$ cat src/hdl/tseg_pkg.sv
// tseg_pkg: register map, field positions and reset values of the timer
// software event block.
// assumes: a 32-bit AHB-Lite bus with word-aligned registers.
package tseg_pkg;

  // ************************************************************
  // register byte offsets
  // ************************************************************
  localparam logic [7:0] CTRL_OFS    = 8'h00;  // control
  localparam logic [7:0] IRQ_EN_OFS  = 8'h0c;  // interrupt mask
  localparam logic [7:0] STATUS_OFS  = 8'h10;  // sticky event status
  localparam logic [7:0] EVTRIG_OFS  = 8'h14;  // event_trigger
  localparam logic [7:0] CHMODE_OFS  = 8'h18;  // channel_mode_1
  localparam logic [7:0] CHEN_OFS    = 8'h20;  // channel enable
  localparam logic [7:0] COUNT_OFS   = 8'h24;  // counter value, read only
  localparam logic [7:0] PSC_OFS     = 8'h28;  // prescaler factor
  localparam logic [7:0] RELOAD_OFS  = 8'h2c;  // auto_reload_value
  localparam logic [7:0] CH1VAL_OFS  = 8'h34;  // ch1 compare / capture value

  // ************************************************************
  // field positions
  // ************************************************************
  // event_trigger and status share bit positions
  localparam int UPD_BIT      = 0;
  localparam int CH1_BIT      = 1;
  localparam int CTRLUPD_BIT  = 5;
  localparam int BRK_BIT      = 7;
  localparam int OVCAP_BIT    = 9;
  localparam int STATUS_W     = 10;
  // control register
  localparam int CNT_EN_BIT   = 0;
  localparam int UPD_DIS_BIT  = 1;
  localparam int UPD_SRC_BIT  = 2;
  localparam int DOWN_BIT     = 4;
  localparam int CENTER_LO    = 5;
  localparam int CENTER_HI    = 6;
  localparam int DMA_EN_BIT   = 8;
  localparam int CTRL_W       = 9;
  // channel_mode_1
  localparam int DIR_LO       = 0;
  localparam int DIR_HI       = 1;
  localparam int PRELOAD_BIT  = 3;
  localparam int REG_W        = 16;

  // ************************************************************
  // reset values and encodings
  // ************************************************************
  localparam logic [REG_W-1:0]    REG_RST    = 16'h0000;
  localparam logic [STATUS_W-1:0] STATUS_RST = 10'h000;
  localparam logic [CTRL_W-1:0]   CTRL_RST   = 9'h000;
  localparam logic [1:0]          DIR_OUTPUT = 2'h0;  // 01,10,11 are inputs
  localparam logic [31:0]         READ_ZERO  = 32'h0000_0000;

  // read access position in the two-cycle read
  typedef enum logic [0:0] {
    TSEG_IDLE,
    TSEG_READ
  } tseg_bus_type;

endpackage : tseg_pkg

$ cat src/hdl/tseg_core.sv
// tseg_core: prescaler and main counter of the timer.
// assumes: reinit is a one-cycle pulse on the same clock.
`timescale 1ns/1ps
module tseg_core (
  // clock and reset
  input  wire logic        hclk,
  input  wire logic        hresetn,
  // configuration
  input  wire logic        run,
  input  wire logic        count_down,
  input  wire logic        center,
  input  wire logic [15:0] psc_factor,
  input  wire logic [15:0] reload,
  // software forced re-initialisation
  input  wire logic        reinit,
  // state
  output logic      [15:0] count,
  output logic             wrap
);

  logic [15:0] psc_reg;
  logic        up_phase_reg;

  // ************************************************************
  // prescaler and counter
  // ************************************************************
  // reinit clears the prescaler count and restarts the counter (reload when counting down edge-aligned, else zero); the factor stays as programmed
  always_ff @(posedge hclk or negedge hresetn) begin
    if (!hresetn) begin
      psc_reg      <= 16'h0000;
      count        <= 16'h0000;
      up_phase_reg <= 1'b1;
      wrap         <= 1'b0;
    end else if (reinit) begin
      psc_reg      <= 16'h0000;
      count        <= (count_down && !center) ? reload : 16'h0000;
      up_phase_reg <= 1'b1;
      wrap         <= 1'b0;
    end else if (run && psc_reg == psc_factor) begin
      psc_reg <= 16'h0000;
      wrap    <= 1'b0;
      if (center) begin
        if (up_phase_reg && count >= reload) begin
          up_phase_reg <= 1'b0;
          count        <= count - 16'h0001;
          wrap         <= 1'b1;
        end else if (!up_phase_reg && count == 16'h0000) begin
          up_phase_reg <= 1'b1;
          count        <= count + 16'h0001;
          wrap         <= 1'b1;
        end else begin
          count <= up_phase_reg ? count + 16'h0001 : count - 16'h0001;
        end
      end else if (count_down) begin
        count <= (count == 16'h0000) ? reload : count - 16'h0001;
        wrap  <= (count == 16'h0000);
      end else begin
        count <= (count >= reload) ? 16'h0000 : count + 16'h0001;
        wrap  <= (count >= reload);
      end
    end else begin
      psc_reg <= run ? psc_reg + 16'h0001 : psc_reg;
      wrap    <= 1'b0;
    end
  end

endmodule : tseg_core

$ cat src/hdl/tseg_top.sv
// tseg_top: software event generation of a timer, with its counter,
// channel 1 capture/compare and an AHB-Lite register slave.
// assumes: one clock hclk, one AHB-Lite master, this slave alone on hready.
//
// Local design decision: register access over AHB-Lite.
`timescale 1ns/1ps
module tseg_top #(
  parameter bit HAS_COMPLEMENT = 1'b1  // channel has complementary outputs
) (
  // clock and reset
  input  wire logic        hclk,
  input  wire logic        hresetn,
  // ahb-lite slave
  input  wire logic        hsel,
  input  wire logic [31:0] haddr,
  input  wire logic [1:0]  htrans,
  input  wire logic        hwrite,
  input  wire logic [2:0]  hsize,
  input  wire logic [31:0] hwdata,
  input  wire logic        hready,
  output logic      [31:0] hrdata,
  output logic             hreadyout,
  output logic             hresp,
  // event strobes to the rest of the timer
  output logic             update_event,
  output logic             ch1_capture_event,
  output logic             ctrl_update_event,
  output logic             break_event,
  output logic             ch1_dma_req,
  // interrupt
  output logic             irq
);

  // ************************************************************
  // declarations
  // ************************************************************
  tseg_pkg::tseg_bus_type        bus_reg;
  logic                          wr_pend_reg;
  logic [7:0]                    wr_addr_reg;
  logic [7:0]                    rd_addr_reg;
  logic                          addr_take;
  logic                          wr_now;
  logic [tseg_pkg::CTRL_W-1:0]   ctrl_reg;
  logic [tseg_pkg::STATUS_W-1:0] irq_en_reg;
  logic [tseg_pkg::STATUS_W-1:0] status_reg;
  logic [tseg_pkg::STATUS_W-1:0] status_set;
  logic [tseg_pkg::REG_W-1:0]    chmode_reg;
  logic                          ch1_enable_reg;
  logic [tseg_pkg::REG_W-1:0]    psc_reg;
  logic [tseg_pkg::REG_W-1:0]    reload_reg;
  logic [tseg_pkg::REG_W-1:0]    ch1_val_reg;
  logic [tseg_pkg::REG_W-1:0]    ch1_shadow_reg;
  logic                          upd_trig_reg;
  logic                          ch1_trig_reg;
  logic                          ctrl_trig_reg;
  logic                          brk_trig_reg;
  logic                          is_output;
  logic                          upd_fire;
  logic                          ch1_match;
  logic                          match_prev_reg;
  logic                          ch1_fire;
  logic [15:0]                   count;
  logic                          wrap;
  logic [31:0]                   rd_mux;

  // ************************************************************
  // bus decode
  // ************************************************************
  // a transfer is taken in its address phase; writes land one cycle later
  // writes run with no wait state, reads insert exactly one; hresp never
  // signals an error, unmapped or unaligned words simply read as zero
  assign addr_take = hsel && htrans[1] && hready;
  assign wr_now    = wr_pend_reg;

  // address phase capture and read wait state
  always_ff @(posedge hclk or negedge hresetn) begin
    if (!hresetn) begin
      bus_reg     <= tseg_pkg::TSEG_IDLE;
      wr_pend_reg <= 1'b0;
      wr_addr_reg <= 8'h00;
      rd_addr_reg <= 8'h00;
      hreadyout   <= 1'b1;
    end else begin
      wr_pend_reg <= addr_take && hwrite;
      unique case (bus_reg)
        tseg_pkg::TSEG_IDLE: begin
          if (addr_take && !hwrite) begin
            bus_reg   <= tseg_pkg::TSEG_READ;
            hreadyout <= 1'b0;                  // one wait state per read
          end
        end
        tseg_pkg::TSEG_READ: begin
          bus_reg   <= tseg_pkg::TSEG_IDLE;
          hreadyout <= 1'b1;
        end
      endcase
      if (addr_take) begin
        wr_addr_reg <= haddr[7:0];
        rd_addr_reg <= haddr[7:0];
      end
    end
  end

  // read data mux; unmapped addresses read zero
  always_comb begin
    rd_mux = tseg_pkg::READ_ZERO;
    if (rd_addr_reg[1:0] == 2'h0) begin
      unique case (rd_addr_reg)
        tseg_pkg::CTRL_OFS:   rd_mux = {23'h000000, ctrl_reg};
        tseg_pkg::IRQ_EN_OFS: rd_mux = {22'h000000, irq_en_reg};
        tseg_pkg::STATUS_OFS: rd_mux = {22'h000000, status_reg};
        tseg_pkg::EVTRIG_OFS: rd_mux = tseg_pkg::READ_ZERO;
        tseg_pkg::CHMODE_OFS: rd_mux = {16'h0000, chmode_reg};
        tseg_pkg::CHEN_OFS:   rd_mux = {31'h00000000, ch1_enable_reg};
        tseg_pkg::COUNT_OFS:  rd_mux = {16'h0000, count};
        tseg_pkg::PSC_OFS:    rd_mux = {16'h0000, psc_reg};
        tseg_pkg::RELOAD_OFS: rd_mux = {16'h0000, reload_reg};
        tseg_pkg::CH1VAL_OFS: rd_mux = {16'h0000, ch1_val_reg};
        default:              rd_mux = tseg_pkg::READ_ZERO;
      endcase
    end
  end

  // read data register, loaded in the wait cycle; response always okay
  always_ff @(posedge hclk or negedge hresetn) begin
    if (!hresetn) begin
      hrdata <= tseg_pkg::READ_ZERO;
      hresp  <= 1'b0;
    end else begin
      hresp <= 1'b0;
      if (bus_reg == tseg_pkg::TSEG_READ) begin
        hrdata <= rd_mux;
      end
    end
  end

  // ************************************************************
  // configuration registers
  // ************************************************************
  // control, mask, enable, prescaler and reload words
  // status and trigger words are not in this list: writes to them drop here
  always_ff @(posedge hclk or negedge hresetn) begin
    if (!hresetn) begin
      ctrl_reg       <= tseg_pkg::CTRL_RST;
      irq_en_reg     <= tseg_pkg::STATUS_RST;
      ch1_enable_reg <= 1'b0;
      psc_reg        <= tseg_pkg::REG_RST;
      reload_reg     <= tseg_pkg::REG_RST;
    end else if (wr_now) begin
      unique case (wr_addr_reg)
        tseg_pkg::CTRL_OFS:   ctrl_reg       <= hwdata[tseg_pkg::CTRL_W-1:0];
        tseg_pkg::IRQ_EN_OFS: irq_en_reg     <= hwdata[tseg_pkg::STATUS_W-1:0];
        tseg_pkg::CHEN_OFS:   ch1_enable_reg <= hwdata[0];
        tseg_pkg::PSC_OFS:    psc_reg        <= hwdata[tseg_pkg::REG_W-1:0];
        tseg_pkg::RELOAD_OFS: reload_reg     <= hwdata[tseg_pkg::REG_W-1:0];
        default: ;
      endcase
    end
  end

  // channel mode: direction locked while channel enabled
  // bits above the direction field are stored whatever the direction;
  // their meaning follows the direction code
  always_ff @(posedge hclk or negedge hresetn) begin
    if (!hresetn) begin
      chmode_reg <= tseg_pkg::REG_RST;
    end else if (wr_now && wr_addr_reg == tseg_pkg::CHMODE_OFS) begin
      chmode_reg[tseg_pkg::REG_W-1:tseg_pkg::DIR_HI+1] <=
        hwdata[tseg_pkg::REG_W-1:tseg_pkg::DIR_HI+1];
      if (!ch1_enable_reg) begin
        chmode_reg[tseg_pkg::DIR_HI:tseg_pkg::DIR_LO] <=
          hwdata[tseg_pkg::DIR_HI:tseg_pkg::DIR_LO];
      end
    end
  end

  // direction decode: 00 compare output, any other code a capture input
  assign is_output = chmode_reg[tseg_pkg::DIR_HI:tseg_pkg::DIR_LO]
                     == tseg_pkg::DIR_OUTPUT;

  // ************************************************************
  // self-clearing trigger bits
  // ************************************************************
  // each trigger holds for one cycle only, so nothing reads back
  // the triggers load at the end of the write data phase and their effects
  // (counter reload, flags) land one clock later, so software reading the
  // result must leave one idle cycle after the write
  // reserved bits 4:2, 6 and 15:8 are never looked at
  always_ff @(posedge hclk or negedge hresetn) begin
    if (!hresetn) begin
      upd_trig_reg  <= 1'b0;
      ch1_trig_reg  <= 1'b0;
      ctrl_trig_reg <= 1'b0;
      brk_trig_reg  <= 1'b0;
    end else begin
      upd_trig_reg  <= 1'b0;
      ch1_trig_reg  <= 1'b0;
      ctrl_trig_reg <= 1'b0;
      brk_trig_reg  <= 1'b0;
      if (wr_now && wr_addr_reg == tseg_pkg::EVTRIG_OFS) begin
        upd_trig_reg  <= hwdata[tseg_pkg::UPD_BIT];
        ch1_trig_reg  <= hwdata[tseg_pkg::CH1_BIT];
        ctrl_trig_reg <= hwdata[tseg_pkg::CTRLUPD_BIT] && HAS_COMPLEMENT;
        brk_trig_reg  <= hwdata[tseg_pkg::BRK_BIT];
      end
    end
  end

  // forced update is blocked by update_disable
  assign upd_fire = upd_trig_reg && !ctrl_reg[tseg_pkg::UPD_DIS_BIT];

  // ************************************************************
  // counter and prescaler
  // ************************************************************
  tseg_core u_core (
    .hclk       (hclk),
    .hresetn    (hresetn),
    .run        (ctrl_reg[tseg_pkg::CNT_EN_BIT]),
    .count_down (ctrl_reg[tseg_pkg::DOWN_BIT]),
    .center     (|ctrl_reg[tseg_pkg::CENTER_HI:tseg_pkg::CENTER_LO]),
    .psc_factor (psc_reg),
    .reload     (reload_reg),
    .reinit     (upd_fire),
    .count      (count),
    .wrap       (wrap)
  );

  // ************************************************************
  // channel 1 compare and capture
  // ************************************************************
  // compare match is edge-detected so a held count fires once
  // out of reset count and compare value are both zero, so the match is
  // already true; the history starts high so that this is not taken for
  // a fresh match in the first cycle after reset
  assign ch1_match = is_output && count == ch1_val_reg;
  assign ch1_fire  = ch1_trig_reg || (ch1_match && !match_prev_reg);

  always_ff @(posedge hclk or negedge hresetn) begin
    if (!hresetn) begin
      match_prev_reg <= 1'b1;
    end else begin
      match_prev_reg <= ch1_match;
    end
  end

  // compare value with preload in output mode, counter capture in input mode
  // an input-mode trigger captures the counter ahead of any software write
  always_ff @(posedge hclk or negedge hresetn) begin
    if (!hresetn) begin
      ch1_val_reg    <= tseg_pkg::REG_RST;
      ch1_shadow_reg <= tseg_pkg::REG_RST;
    end else begin
      if (ch1_trig_reg && !is_output) begin
        ch1_val_reg <= count;
      end else if (wr_now && wr_addr_reg == tseg_pkg::CH1VAL_OFS && is_output) begin
        ch1_shadow_reg <= hwdata[tseg_pkg::REG_W-1:0];
        if (!chmode_reg[tseg_pkg::PRELOAD_BIT]) begin
          ch1_val_reg <= hwdata[tseg_pkg::REG_W-1:0];
        end
      end else if ((upd_fire || wrap) && chmode_reg[tseg_pkg::PRELOAD_BIT]
                   && is_output) begin
        ch1_val_reg <= ch1_shadow_reg;
      end
    end
  end

  // ************************************************************
  // status flags and interrupt
  // ************************************************************
  // hardware set sources, one bit per event
  always_comb begin
    status_set = tseg_pkg::STATUS_RST;
    status_set[tseg_pkg::UPD_BIT] = (upd_fire && !ctrl_reg[tseg_pkg::UPD_SRC_BIT])
                                    || (wrap && !ctrl_reg[tseg_pkg::UPD_DIS_BIT]);
    status_set[tseg_pkg::CH1_BIT]     = ch1_fire;
    status_set[tseg_pkg::CTRLUPD_BIT] = ctrl_trig_reg;
    status_set[tseg_pkg::BRK_BIT]     = brk_trig_reg;
    status_set[tseg_pkg::OVCAP_BIT]   = ch1_trig_reg && !is_output
                                        && status_reg[tseg_pkg::CH1_BIT];
  end

  // sticky flags, cleared by a status read; a set in that cycle wins
  // the clear happens in the read's wait cycle, the cycle in which the old
  // value is copied to hrdata, so no flag is lost between the two
  always_ff @(posedge hclk or negedge hresetn) begin
    if (!hresetn) begin
      status_reg <= tseg_pkg::STATUS_RST;
    end else if (bus_reg == tseg_pkg::TSEG_READ && rd_addr_reg == tseg_pkg::STATUS_OFS) begin
      status_reg <= status_set;
    end else begin
      status_reg <= status_reg | status_set;
    end
  end

  // level interrupt from unmasked flags
  // registered, so irq follows the flags one clock later
  always_ff @(posedge hclk or negedge hresetn) begin
    if (!hresetn) begin
      irq <= 1'b0;
    end else begin
      irq <= |(status_reg & irq_en_reg);
    end
  end

  // ************************************************************
  // event strobes
  // ************************************************************
  // one-cycle strobes to the channel, output and break logic
  // each strobe follows its trigger or source by one clock
  always_ff @(posedge hclk or negedge hresetn) begin
    if (!hresetn) begin
      update_event      <= 1'b0;
      ch1_capture_event <= 1'b0;
      ctrl_update_event <= 1'b0;
      break_event       <= 1'b0;
      ch1_dma_req       <= 1'b0;
    end else begin
      update_event      <= upd_fire || (wrap && !ctrl_reg[tseg_pkg::UPD_DIS_BIT]);
      ch1_capture_event <= ch1_fire;
      ctrl_update_event <= ctrl_trig_reg;
      break_event       <= brk_trig_reg;
      ch1_dma_req       <= ch1_fire && ctrl_reg[tseg_pkg::DMA_EN_BIT];
    end
  end

endmodule : tseg_top

$ cat config.mk
export PLATFORM = sky130hd
export DESIGN_NAME = tseg_top
export DESIGN_NICKNAME = d
export VERILOG_FILES = /design/src/hdl/tseg_pkg.sv /design/src/hdl/tseg_core.sv /design/src/hdl/tseg_top.sv
export SDC_FILE = /design/constraint.sdc
export NUM_CORES = 1
export LEC_CHECK = 0
export BUFFER_PORTS_ARGS = -buffer_cell sky130_fd_sc_hd__clkbuf_2
export CAP_MARGIN = 0
export CELL_PAD_IN_SITES_DETAIL_PLACEMENT = 1
export CELL_PAD_IN_SITES_GLOBAL_PLACEMENT = 2
export CORE_MARGIN = 3
export CORE_UTILIZATION = 41
export CTS_CLUSTER_DIAMETER = 30
export DETAILED_ROUTE_END_ITERATION = 12
export GPL_TIMING_DRIVEN = 0
export HOLD_SLACK_MARGIN = 0.12
export PLACE_DENSITY = 0.93
export SKIP_CTS_REPAIR_TIMING = 1
export SYNTH_ARGS = -nofsm -noshare
export SYNTH_HDL_FRONTEND = slang
export SYNTH_HIERARCHICAL = 1
export SYNTH_SLANG_ARGS = --single-unit
$ cat constraint.sdc
create_clock -name hclk -period 4.2 [get_ports hclk]
set_input_delay 0 -clock hclk [delete_from_list [all_inputs] [get_ports hclk]]
set_output_delay 0 -clock hclk [all_outputs]
set_load 0.1 [all_outputs]
### Word level (Yosys, flattened, before mapping)

Index checks and enable logic that the tools add are counted.
W data, S select, Z words.

* $add $sub $neg: 3
* $mul: 0
* divide/modulo/power cells: 0
* $lt $le $gt $ge: 1
* eq/ne operators: 13
* shift-type cells: 0
* muxes and demuxes: 39
* bitwise logic cells: 5
* reductions and logical operators: 54

Operator list (number)
* $mux W16: 17
* $pmux W16 S9: 1
* $eq A8 B6 Y1 const B: 5
* $add A16 B1 Y16 const B: 2
* $eq A16 B16 Y1: 2
* $mux W32: 1
* $eq A8 B5 Y1 const B: 3
* $logic_and A1 B1 Y1: 23
* $mux W1: 17
* $ge A16 B16 Y1: 1
* $logic_not A16 Y1: 1
* $reduce_and A2 Y1: 8
* $sub A16 B1 Y16 const B: 1
* $and A10 B10 Y10: 1
* $mux W10: 1
* $or A10 B10 Y10: 1
* $reduce_or A10 Y1: 1
* $reduce_bool A3 Y1: 3
* $eq A8 B4 Y1 const B: 1
* $logic_not A8 Y1: 1
* $logic_not A1 Y1: 7
* $logic_not A2 Y1: 2
* $logic_or A1 B1 Y1: 4
* $pmux W1 S2: 2
* other kinds (6): 9

* register bits: 198
* latch bits: 0
* memory bits (writable): 0
* bits in read-only memories: 0
* bits of input ports: 74
* logic and storage cells: 145
* memories kept: 0

### Logic depth before layout (Yosys ltp)

* depth in word-level cells: 8
* gate-level depth with buffers: 11
* gate-level depth less buffers: 10

### Cells and area by module

Netlist, hierarchy kept.

Modules (own cells, without submodules)
* tseg_top: times used 1, cells each 563, area an instance 6916.6 sq um
* tseg_core: times used 1, cells each 459, area an instance 3530.9 sq um

### Least setup slack after synthesis

OpenSTA, ideal clock, no wires.

* kind: reg-to-reg
* from: register u_core.count[13]
* to: register u_core.count[13]
* library setup time: 0.135 ns
* arrival: 2.762 ns
* slack: 1.303 ns
* stages on the path, launching flop included: 11
* path buffers: 1
* clock period less this slack: 2.897 ns
* path through: dfrtp_1 ha_1 nand4_1 or3_1 o31ai_1 o31a_1 buf_2 mux2i_1 xnor2_1 a211oi_1 o22ai_1

* longest elaborated chain between the ends: 7

Ends and longest elaborated chain
* start: declaration: line tseg_core.sv:17 `output logic [15:0] count,`
* start signal: assignment: line tseg_core.sv:36 `count <= (count_down && !center) ? reload : 16'h0000;`
* start signal: assignment: line tseg_core.sv:45 `count <= count - 16'h0001;`
* start signal: assignment: line tseg_core.sv:49 `count <= count + 16'h0001;`
* $sub A16 B1 Y16 (tied with other cells): line tseg_core.sv:45, tseg_core.sv:52, tseg_core.sv:55
* $mux W16 or $logic_and A1 B1 Y1 (tied branches): line tseg_core.sv:52, tseg_core.sv:47
* $mux W16: line tseg_core.sv:47 `end else if (!up_phase_reg && count == 16'h0000) begin`
* $mux W16: line tseg_core.sv:43 `if (up_phase_reg && count >= reload) begin`
* $mux W16 *: line tseg_core.sv:42 `if (center) begin`
* $mux W16 *: line tseg_core.sv:39 `end else if (run && psc_reg == psc_factor) begin`
* $mux W16 *: line tseg_core.sv:34 `end else if (reinit) begin`

Every way passes the cells marked *; elsewhere a longest branch is shown, timed or not. The select of a mux whose other input is x is not followed.
A chain may end at the register's enable or synchronous reset.

### Final worst setup path

* from: register u_core.count[0]
* to: register u_core.count[7]

Same word-level chain as after synthesis.

==> flow_metrics.py <==
metrics = {
    "outcome": {
        "run_status": "completed",
    },
    "synthesis": {
        "syn_area_mm2": 0.0104,
        "synth-simple-area-share_pct": 17.4,
        "synth-xor-area-share_pct": 5.03,
        "yosys_most_used_dff": "dfrtp_1",
        "synthArstFlopShare_pct": 100,
        "synth_fa_ha_area_share_pct": 2.40,
        "yosysWarnings": 6,
        "synth_edf_count": 0,
        "synth_compound_area_share_pct": 13.1,
        "ys_types": 84,
        "syn_area_per_cell_um2": 10.2,
        "synth_mux_area_share_pct": 14.7,
        "yosysSeqAreaShare_pct": 42.4,
        "synth_top_family_by_area": "simple AND/OR/NAND/NOR gates",
        "synthCells": 1022,
        "synth-seq-cells": 177,
    },
    "worst_setup_path": {
        "rrSetupSlack_ps": 130,
        "required_ps": 4570,
        "cp_data_arrival_time_ps": 4440,
        "crit_type": "reg2reg",
        "crit_fanout": 9,
        "endpoint_kind": "register",
        "startpoint_type": "register",
    },
    "grt": {
        "grt_max_degree": 111,
        "grt_overflow": 0,
        "antenna_found_initial": 0,
        "grt_pass1_wl_mm": 55.3,
        "grt_pass1_vias": 9267,
        "grt_usage_pct": 25.7,
    },
    "layout": {
        "drive_above_1_share_pct": 21.9,
        "fill_cells": 2782,
        "area_delta_synth_final_pct": 15.6,
        "final_core_util_pct": 49.0,
        "final_nets": 1231,
        "diodes": 0,
        "fin_cells": 1474,
        "final_cell_mix": "174 x dfrtp_1, 93 x mux2_2, 75 x nand2_1",
        "layout_commonest_cell": "dfrtp_1",
    },
    "timing": {
        "relSlewSlack_pct": 25.1,
        "worstMarginPinSlew_ps": 1120,
        "slew_violations": 0,
        "setup_tns_ps": 0,
        "setup_ws_ps": 126,
        "fmax_ghz": 0.245,
        "fin_crit_sh_pct": 97.0,
        "rsz0062_at_grt": "false",
        "skew_ps": 18.5,
        "finalSetupViolCount": 0,
        "fin_crit_ps": 4070,
        "finalHoldViolCount": 0,
    },
    "placed_design": {
        "place_congestion": 0.924,
        "pre_cts_slack_ps": 31.9,
        "dp.cells": 1416,
        "dp_hpwl_mm": 26.1,
        "portBuffers": 52,
    },
    "cts": {
        "clk_pin_slew_ps": 80,
        "clk_path_buf_depth": 2,
        "cts_tree": "done",
        "cts_inserted_buffers": 17,
        "clock_sinks": 177,
        "clock-root-buffer": "clkbuf_16",
        "clock_latency_ps": 440,
        "htree_levels": 4,
    },
    "job": {
        "cap_viol_max_count": 0,
    },
    "pwr": {
        "power.leakage_nw": 5.39,
        "p_comb_share_pct": 18.2,
        "clockPowerShare_pct": 37.3,
        "sw_frac_of_total_pct": 32.4,
        "p_per_area_mw_per_mm2": 360,
        "ir_worst_vdd_mv": 0.261,
        "p_switching_w": 0.00141,
        "seqPwrFrac_pct": 44.5,
        "power.internal_w": 0.00294,
        "fin_total_pwr_w": 0.00435,
    },
    "route": {
        "dr.first_iter.drc_count": 807,
        "vias": 8910,
        "firstDrtPassIters": 5,
        "drc": 0,
        "antenna_left": 0,
        "routed_wirelength_mm": 36.2,
        "wl_per_cell_um": 24.5,
        "vias_per_cell": 6.04,
    },
    "floorplan": {
        "io_pins": 114,
        "die_w_um": 166,
        "core_mm2": 0.0247,
        "rows": 57,
        "die_area_mm2": 0.0274,
        "start_util_pct": 42.3,
        "die_y_um": 166,
    },
    "min_path": {
        "hold_path.class": "in2async",
    },
}
metal layers:
layer	routed length (µm)	up-vias	track usage (%)
met5	0	-	0
met1	15300	4541	34.2
met2	17100	364	41.3
li1	-	3912	-
met3	2630	93	5.29
met4	1150	0	9.95
worst max-delay path, stage by stage, from the launching register on:
cell       delay (ps)
dfrtp_1           610
inv_1             230
ha_1              330
nand2b_1          150
a2111oi_1         730
o31ai_1           330
o31ai_2           500
a21oi_1           300
or4_1             520
a31oi_1           180
a311o_1           130
worst paths after layout:
path                                        startpoint                     endpoint  cells past startpoint
max reg2reg                u_core/count[0]$_DFFE_PN0P_  u_core/count[7]$_DFFE_PN0P_                     10
min in group hclk                            htrans[1]             wr_now$_DFF_PN0_                      3
min reg2reg                    ctrl_trig_reg$_DFF_PN0_  ctrl_update_event$_DFF_PN0_                      0
max                        u_core/count[0]$_DFFE_PN0P_  u_core/count[7]$_DFFE_PN0P_                     10
min                                            hresetn   rd_addr_reg[6]$_DFFE_PN0P_                      2
max in group asynchronous                      hresetn       hrdata[11]$_DFFE_PN0P_                      3
cells in the mapped netlist, types with 16 or more instances:
master    instances  area share (%)
inv_1            39             1.4
buf_2            16            0.77
nor3_1           20            0.96
nand2_1          75             2.7
ha_1             20             2.4
o21ai_0          35             1.7
nand3_1          38             1.8
dfrtp_1         174              42
mux2_2           93              10
o22ai_1          20             1.2
mux2i_1          43             4.1
clkbuf_1         24            0.86
xor2_1           16             1.3
and3_1           17             1.0
xnor2_1          44             3.7
buf_4            18             1.3
a21oi_1          38             1.8
nor2_1           56             2.0
power groups by stage:
stage          logic (W)  registers [W]  clock network [W]
2_1_floorplan   0.000503        0.00195                  0
3_3_place_gp    0.000724        0.00196                  0
3_5_place_dp    0.000750        0.00197                  0
4_1_cts         0.000756        0.00193            0.00165
5_1_grt         0.000845        0.00195            0.00172
6_report        0.000791        0.00194            0.00162
final cells by class:
class	count	area, µm²	area share (%)
clock buffers	20	447	3.70
inverters	39	146	1.21
well taps	324	405	3.36
multi-input cells	755	5560	46.1
clock inverters	12	144	1.19
flip-flops and latches	177	4430	36.7
repair buffers	80	564	4.67
plain buffers	67	378	3.13
cell families (layout without fill, tap and decap cells):
family,after synthesis,count (layout)
simple gates,316,316
mux,140,140
compound gates,202,202
other cells,1,17
xor+xnor,60,60
fa+ha+maj,20,20
buf+inv,106,218
flops,177,177
per-stage QoR:
step / hold slack (ps) / area (µm²)
after floorplan: -296 / 10500
after global placement: 203 / 11200
after detailed placement: 39.0 / 11200
after CTS: -433 / 11800
after global routing: 146 / 12100
final: 107 / 12100
Power figures use the tool's default switching activity.
